`config.mk`:
```
export PLATFORM = sky130hd
export DESIGN_NAME = port_pins
export DESIGN_NICKNAME = d
export VERILOG_FILES = /design/src/design/port_pins_pkg.sv /design/src/design/irq_edge_if.sv /design/src/design/port_pins.sv /design/src/design/irq_edge_detect.sv
export SDC_FILE = /design/constraint.sdc
export NUM_CORES = 1
export LEC_CHECK = 0
export BUFFER_PORTS_ARGS = -buffer_cell sky130_fd_sc_hd__buf_2
export CAP_MARGIN = 20
export CORE_MARGIN = 4
export CORE_UTILIZATION = 35
export CTS_CLUSTER_DIAMETER = 80
export DETAILED_ROUTE_END_ITERATION = 10
export GPL_TIMING_DRIVEN = 0
export SLEW_MARGIN = 25
export SYNTH_ARGS = -nofsm -noshare
export SYNTH_HDL_FRONTEND = slang
export SYNTH_SLANG_ARGS = --single-unit
```
`constraint.sdc`:
```
create_clock -name clk_sys -period 1.7 [get_ports clk_sys]
set_input_delay 0 -clock clk_sys [delete_from_list [all_inputs] [get_ports clk_sys]]
set_output_delay 0 -clock clk_sys [all_outputs]
set_load 0.005 [all_outputs]
```
`src/design/port_pins_pkg.sv`:
```
package port_pins_pkg;

  localparam int unsigned PORT_W = 8;
  localparam int unsigned IRQ_LANES = 4;

  // values after reset
  localparam logic [7:0] MUX_LATCH_RST = 8'hFF;
  localparam logic [7:0] QUASI_LATCH_RST = 8'hFF;
  localparam logic [7:0] QUASI_PULLUP_RST = 8'hFF;
  localparam logic [7:0] PIN_OE_RST = 8'h00;
  localparam logic [3:0] IRQ_PREV_RST = 4'hF;

  // clock and timing
  localparam int unsigned CLK_HZ = 40_000_000;
  localparam int unsigned CLK_MHZ = CLK_HZ / 1_000_000;
  localparam int unsigned STRONG_HIGH_NS = 50;
  localparam int unsigned STRONG_HIGH_RAW = (STRONG_HIGH_NS * CLK_MHZ) / 1000;
  localparam int unsigned STRONG_HIGH_CYC = (STRONG_HIGH_RAW < 1) ? 1 : STRONG_HIGH_RAW;
  localparam logic [1:0] STRONG_CNT_INIT = 2'(STRONG_HIGH_CYC);
  localparam int unsigned MC_CLOCKS = 4;
  localparam logic [1:0] MC_LAST = 2'(MC_CLOCKS - 1);

  // alternate function bit positions of the quasi port
  localparam int unsigned BIT_TIMER = 0;
  localparam int unsigned BIT_TRIG = 1;
  localparam int unsigned BIT_RXD = 2;
  localparam int unsigned BIT_TXD = 3;
  localparam int unsigned BIT_IRQ_LO = 4;

  // irq lanes: 0 rise_a, 1 fall_a, 2 rise_b, 3 fall_b
  localparam logic [3:0] IRQ_RISE_MASK = 4'h5;

endpackage : port_pins_pkg

```
`src/design/irq_edge_if.sv`:
```
`timescale 1ns/1ps

interface irq_edge_if;
  logic [3:0] level;
  logic [3:0] req;

  modport core (output level, input req);
  modport det (input level, output req);
endinterface : irq_edge_if

```
`src/design/port_pins.sv`:
```
`timescale 1ns/1ps

module port_pins (
  input wire logic clk_sys,
  input wire logic rstn,
  input wire logic clk_en,
  input wire logic bus_access,
  input wire logic ale_high,
  input wire logic bus_write,
  input wire logic [7:0] addr_low,
  input wire logic [7:0] wr_data,
  output logic [7:0] rd_data,
  output logic rd_valid,
  input wire logic mux_latch_we,
  input wire logic [7:0] mux_latch_wdata,
  output logic [7:0] mux_pin_value,
  input wire logic quasi_latch_we,
  input wire logic [7:0] quasi_latch_wdata,
  output logic [7:0] quasi_pin_value,
  input wire logic [7:0] muxed_bus_port_i,
  output logic [7:0] muxed_bus_port_o,
  output logic [7:0] muxed_bus_port_oe,
  input wire logic [7:0] quasi_bidir_port_i,
  output logic [7:0] quasi_bidir_port_o,
  output logic [7:0] quasi_bidir_port_oe,
  output logic [7:0] quasi_weak_pullup,
  input wire logic timer_two_out,
  input wire logic timer_two_out_en,
  output logic timer_two_pin,
  output logic timer_two_trigger_pin,
  output logic serial_b_receive,
  input wire logic serial_b_transmit,
  output logic ext_irq_rise_a,
  output logic ext_irq_fall_a,
  output logic ext_irq_rise_b,
  output logic ext_irq_fall_b
);

  typedef struct packed {
    logic [7:0] mux_s1;
    logic [7:0] mux_s2;
    logic [7:0] quasi_s1;
    logic [7:0] quasi_s2;
    logic [7:0] mux_latch;
    logic [7:0] quasi_latch;
    logic [7:0] quasi_eff;
    logic [7:0][1:0] strong_cnt;
    logic [7:0] mux_o;
    logic [7:0] mux_oe;
    logic [7:0] rd_data;
    logic rd_valid;
    logic [7:0] quasi_o;
    logic [7:0] quasi_oe;
    logic [7:0] weak_pu;
  } pin_state_type;

  pin_state_type state_ff;
  pin_state_type nxt_state;
  logic [7:0] alt_out;

  irq_edge_if irq_if ();

  //////////////////////////////////////////////////////////////////////////////
  // next state
  always_comb begin
    nxt_state = state_ff;
    alt_out = 8'hFF;
    if (timer_two_out_en) begin
      alt_out[port_pins_pkg::BIT_TIMER] = timer_two_out;
    end
    alt_out[port_pins_pkg::BIT_TXD] = serial_b_transmit;
    if (clk_en) begin
      // two-flop pin synchronisers
      nxt_state.mux_s1 = muxed_bus_port_i;
      nxt_state.mux_s2 = state_ff.mux_s1;
      nxt_state.quasi_s1 = quasi_bidir_port_i;
      nxt_state.quasi_s2 = state_ff.quasi_s1;

      // quasi-bidirectional port
      if (quasi_latch_we) begin
        nxt_state.quasi_latch = quasi_latch_wdata;
      end
      nxt_state.quasi_eff = nxt_state.quasi_latch & alt_out;
      for (int i = 0; i < 8; i++) begin
        if (nxt_state.quasi_eff[i] && !state_ff.quasi_eff[i]) begin
          nxt_state.strong_cnt[i] = port_pins_pkg::STRONG_CNT_INIT;
        end else if (state_ff.strong_cnt[i] != 2'h0) begin
          nxt_state.strong_cnt[i] = state_ff.strong_cnt[i] - 2'h1;
        end
        // strong drive when low, or during the momentary high pulse
        nxt_state.quasi_oe[i] = !nxt_state.quasi_eff[i] || (nxt_state.strong_cnt[i] != 2'h0);
      end
      nxt_state.quasi_o = nxt_state.quasi_eff;
      nxt_state.weak_pu = nxt_state.quasi_eff;

      // multiplexed port
      if (mux_latch_we) begin
        nxt_state.mux_latch = mux_latch_wdata;
      end
      nxt_state.rd_valid = 1'b0;
      if (bus_access) begin
        if (ale_high) begin
          nxt_state.mux_o = addr_low;
          nxt_state.mux_oe = 8'hFF;
        end else if (bus_write) begin
          nxt_state.mux_o = wr_data;
          nxt_state.mux_oe = 8'hFF;
        end else begin
          nxt_state.mux_o = 8'h00;
          nxt_state.mux_oe = 8'h00;
          nxt_state.rd_data = state_ff.mux_s2;
          nxt_state.rd_valid = 1'b1;
        end
      end else begin
        // open-drain i/o: a one in the latch leaves the pin floating
        nxt_state.mux_o = 8'h00;
        nxt_state.mux_oe = ~nxt_state.mux_latch;
      end
    end
  end

  always_ff @(posedge clk_sys or negedge rstn) begin
    if (!rstn) begin
      state_ff <= '0;
      state_ff.mux_latch <= port_pins_pkg::MUX_LATCH_RST;
      state_ff.mux_oe <= port_pins_pkg::PIN_OE_RST;
      state_ff.quasi_latch <= port_pins_pkg::QUASI_LATCH_RST;
      state_ff.quasi_eff <= port_pins_pkg::QUASI_LATCH_RST;
      state_ff.quasi_o <= port_pins_pkg::QUASI_LATCH_RST;
      state_ff.quasi_oe <= port_pins_pkg::PIN_OE_RST;
      state_ff.weak_pu <= port_pins_pkg::QUASI_PULLUP_RST;
    end else begin
      state_ff <= nxt_state;
    end
  end

  //////////////////////////////////////////////////////////////////////////////
  // edge detection of the four interrupt pins
  assign irq_if.level = state_ff.quasi_s2[port_pins_pkg::BIT_IRQ_LO +: 4];

  irq_edge_detect u_irq_edge (
    .clk_sys(clk_sys),
    .rstn(rstn),
    .clk_en(clk_en),
    .edge_io(irq_if.det)
  );

  //////////////////////////////////////////////////////////////////////////////
  // outputs
  assign rd_data = state_ff.rd_data;
  assign rd_valid = state_ff.rd_valid;
  assign mux_pin_value = state_ff.mux_s2;
  assign quasi_pin_value = state_ff.quasi_s2;
  assign muxed_bus_port_o = state_ff.mux_o;
  assign muxed_bus_port_oe = state_ff.mux_oe;
  assign quasi_bidir_port_o = state_ff.quasi_o;
  assign quasi_bidir_port_oe = state_ff.quasi_oe;
  assign quasi_weak_pullup = state_ff.weak_pu;
  assign timer_two_pin = state_ff.quasi_s2[port_pins_pkg::BIT_TIMER];
  assign timer_two_trigger_pin = state_ff.quasi_s2[port_pins_pkg::BIT_TRIG];
  assign serial_b_receive = state_ff.quasi_s2[port_pins_pkg::BIT_RXD];
  assign ext_irq_rise_a = irq_if.req[0];
  assign ext_irq_fall_a = irq_if.req[1];
  assign ext_irq_rise_b = irq_if.req[2];
  assign ext_irq_fall_b = irq_if.req[3];
endmodule : port_pins

```
`src/design/irq_edge_detect.sv`:
```
`timescale 1ns/1ps

module irq_edge_detect (
  input wire logic clk_sys,
  input wire logic rstn,
  input wire logic clk_en,
  irq_edge_if.det edge_io
);

  typedef struct packed {
    logic [1:0] mc_cnt;
    logic primed;
    logic [3:0] prev;
    logic [3:0] req;
  } edge_state_type;

  edge_state_type state_ff;
  edge_state_type nxt_state;
  logic tick;

  assign tick = (state_ff.mc_cnt == port_pins_pkg::MC_LAST);

  //////////////////////////////////////////////////////////////////////////////
  // once per machine cycle sample, compare with previous sample
  always_comb begin
    nxt_state = state_ff;
    if (clk_en) begin
      nxt_state.req = 4'h0;
      nxt_state.mc_cnt = tick ? 2'h0 : state_ff.mc_cnt + 2'h1;
      if (tick) begin
        if (state_ff.primed) begin
          nxt_state.req = (port_pins_pkg::IRQ_RISE_MASK & edge_io.level & ~state_ff.prev) |
            (~port_pins_pkg::IRQ_RISE_MASK & ~edge_io.level & state_ff.prev);
        end
        nxt_state.prev = edge_io.level;
        nxt_state.primed = 1'b1;
      end
    end
  end

  always_ff @(posedge clk_sys or negedge rstn) begin
    if (!rstn) begin
      state_ff <= '0;
      state_ff.prev <= port_pins_pkg::IRQ_PREV_RST;
    end else begin
      state_ff <= nxt_state;
    end
  end

  assign edge_io.req = state_ff.req;
endmodule : irq_edge_detect

```
==> results.sh <==
export IMPL_outcome="finished, final reports clean"
export IMPL_finalCritPeriodShare=0.726
export IMPL_arrival_ns=1.46
export IMPL_hold_ws_ns=0.0348
export IMPL_synth_area_um2=5050
export IMPL_start_util=0.361
export IMPL_h_tree_depth=3
export IMPL_drv_slew=0
export IMPL_synth_top_area_frac=0.436
export IMPL_cts_setup_buffers=0
export IMPL_num_antenna_cells=0
export IMPL_hold_class="primary input to register"
export IMPL_grt_busiest_layer="met2"
export IMPL_die_h_um=128
export IMPL_first_pass_iters=4
export IMPL_place_area_um2=5950
export IMPL_route_detailed_drc=0
export IMPL_vdd_drop_max_mv=0.720
export IMPL_num_fill_cells=1283
export IMPL_place_port_buffers=128
export IMPL_path_max_fanout=1
export IMPL_grt_use_met1=0.184
export IMPL_netlist_top_cells_area="dfrtp_1, mux2_2, dfstp_2, buf_4, nand2b_1"
export IMPL_avgViaCountPerCell=4.69
export IMPL_synth_cells=415
export IMPL_final_hold_viol_count=0
export IMPL_grt_ovfl_total=0
export IMPL_synth_cell_type_count=32
export IMPL_drtIter0Drc=151
export IMPL_fp_row_count=43
export IMPL_start_kind="primary input"
export IMPL_fp_dieArea_um2=16400
export IMPL_power_density_nw_per_um2=1070
export IMPL_grt_use_total=0.149
export IMPL_cts_resized=0
export IMPL_ant_nets=0
export IMPL_layout_nets=662
export IMPL_fp_dieW_um=128
export IMPL_grt_pass1_vias=3981
export IMPL_synth_common_cells="dfrtp_1, buf_4, mux2_2"
export IMPL_drive_above_1_share=0.502
export IMPL_synth_area_leader_cell="dfrtp_1"
export IMPL_clk_latency_ns=0.35
export IMPL_synth_most_common_cell="dfrtp_1"
export IMPL_ys_flop_type="dfrtp_1"
export IMPL_setup_tns_ns=0
export IMPL_reg2reg_depth=3
export IMPL_worstPathRequired_ns=1.93
export IMPL_grt_first_pass_wirelength_um=19600
export IMPL_clk_pin_slew_ns=0.07
export IMPL_slew_limit_headroom=0.599
export IMPL_core_area_um2=14000
export IMPL_leakagePower_nw=3.18
export IMPL_setup_violations=0
export IMPL_finish_utilization=0.482
export IMPL_numCtsBuffers=9
export IMPL_fmax_mhz=810
export IMPL_num_io_pins=131
export IMPL_yosysWarningCount=0
export IMPL_grt_max_degree=62
export IMPL_synthArstFlopShare=1.00
export IMPL_synth_seq_cells=110
export IMPL_synth_nets=475
export IMPL_cts_tree="built"
export IMPL_area_growth_pct=33.5
export IMPL_multi_input_area_um2=1640
export IMPL_period_minus_slack_ns=1.24
export IMPL_end_kind="register"
export IMPL_ff_latch_area_um2=2780
export IMPL_met3_usage=0.0313
export IMPL_clock_path_buffers=2
export IMPL_vias=3692
export IMPL_tightest_slew_ns=0.601
export IMPL_synth_edf_count=0
export IMPL_whs_path_depth=3
export IMPL_antenna_found_initial=0
export IMPL_dp_final_hpwl_um=8020
export IMPL_ys_seq_area_frac=0.551
export IMPL_ctsRootBufferMaster="clkbuf_16"
export IMPL_wl_per_cell_um=14.7
export IMPL_crit_type="primary input to register"
export IMPL_cts_hold_buf=47
export IMPL_wirelength_um=11600
export IMPL_final_area_um2=6740
export IMPL_cts_sinks=110
export IMPL_use_met2=0.252
export IMPL_place_gp_congestion=0.770
export IMPL_postSynthAreaPerCell_um2=12.2
export IMPL_fin_skew_ns=0.00699
export IMPL_grt_setup_unrepaired="false"
export IMPL_max_cap_violations=0
final timing paths:
path | start | endpoint | slack [ns]
worst max-delay path | wr_data[2] | muxed_bus_port_o[2] | 0.46
worst min-delay path | quasi_latch_we | quasi_bidir_port_oe[6] | 0.03
worst max register to register | u_irq_edge.state_ff[9] | u_irq_edge.state_ff[6] | 0.46
worst min register to register | u_irq_edge.state_ff[8] | u_irq_edge.state_ff[8] | 0.47
max in group asynchronous | rstn | state_ff[83] | 0.85
min in group asynchronous | rstn | mux_pin_value[4] | 0.15
cell usage in the layout (no fill, tap or decap), types with 2 or more instances in the layout:
cell type and n:
clkbuf_16 9, buf_2 141, a41oi_1 8, a21o_1 2
a21oi_1 9, clkinvlp_4 2, clkbuf_1 4, nand2b_1 22
a31oi_1 7, mux2_2 56, o2bb2ai_1 9, nand2_1 10
a32o_1 2, nand4b_1 3, bufinv_16 2, o31ai_1 8
dfstp_2 22, buf_4 65, nor2_1 29, mux2i_1 10
a22oi_1 7, inv_1 13, a22o_1 7, and3b_1 6
o21ai_0 3, dlygate4sd3_1 47, dfrtp_1 88, nor2b_1 3
where the power goes:
group	switching, W	leakage, nW	internal, W
Sequential	0.000255	1.29	0.00311
Combinational	0.000605	1.73	0.000978
Clock	0.000965	0.152	0.00130
logic make-up (layout without fill, tap and decap cells):
| group | count (synthesis) | count (layout) | synth area share |
|---|---|---|---|
| buffers and inverters | 96 | 288 | 0.123 |
| muxes | 66 | 66 | 0.145 |
| and+or+nand+nor | 79 | 79 | 0.0860 |
| DFF | 110 | 110 | 0.551 |
| adders and majority gates | 1 | 1 | 0.00248 |
| AOI/OAI and AO/OA | 63 | 63 | 0.0925 |
metal layers:
layer  vias up  share of wire  routed length [um]
met5         -              0                   0
met4         0          0.017                 202
met3        15          0.060                 697
met2       104           0.49                5670
met1      1810           0.43                5000
li1       1763              -                   -
cell type report:
cell class	count	share of cell area
Clock buffer	9	0.0334
Buffer	83	0.0850
Sequential cell	110	0.413
Multi-Input combinational cell	209	0.244
Inverter	13	0.00724
Timing Repair Buffer	176	0.170
Clock inverter	7	0.0145
Tap cell	180	0.0334
worst max-delay path, cell delays in order:
cell	delay, ns
dlygate4sd3_1	0.53
buf_2	0.13
a22oi_1	0.16
dlygate4sd3_1	0.58
o2bb2ai_1	0.06
stage by stage:
stage	total power, W	std cells	setup slack, ns
after CTS	0.00732	787	0.461
after global routing	0.00765	787	0.416
after global placement	0.00486	723	-0.615
after floorplan	0.00432	415	0.559
final	0.00721	787	0.465
after detailed placement	0.00493	724	0.323
registers in the layout, summed over array words and instances, names as in the netlist:
name	cells
u_irq_edge.state_ff	7
quasi_weak_pullup	2
quasi_bidir_port_oe	8
rd_valid	1
quasi_pin_value	8
state_ff	48
u_irq_edge.edge_io.req	4
rd_data	8
muxed_bus_port_o	8
muxed_bus_port_oe	8
mux_pin_value	8
Note: power is estimated with default switching activity, not from simulation.
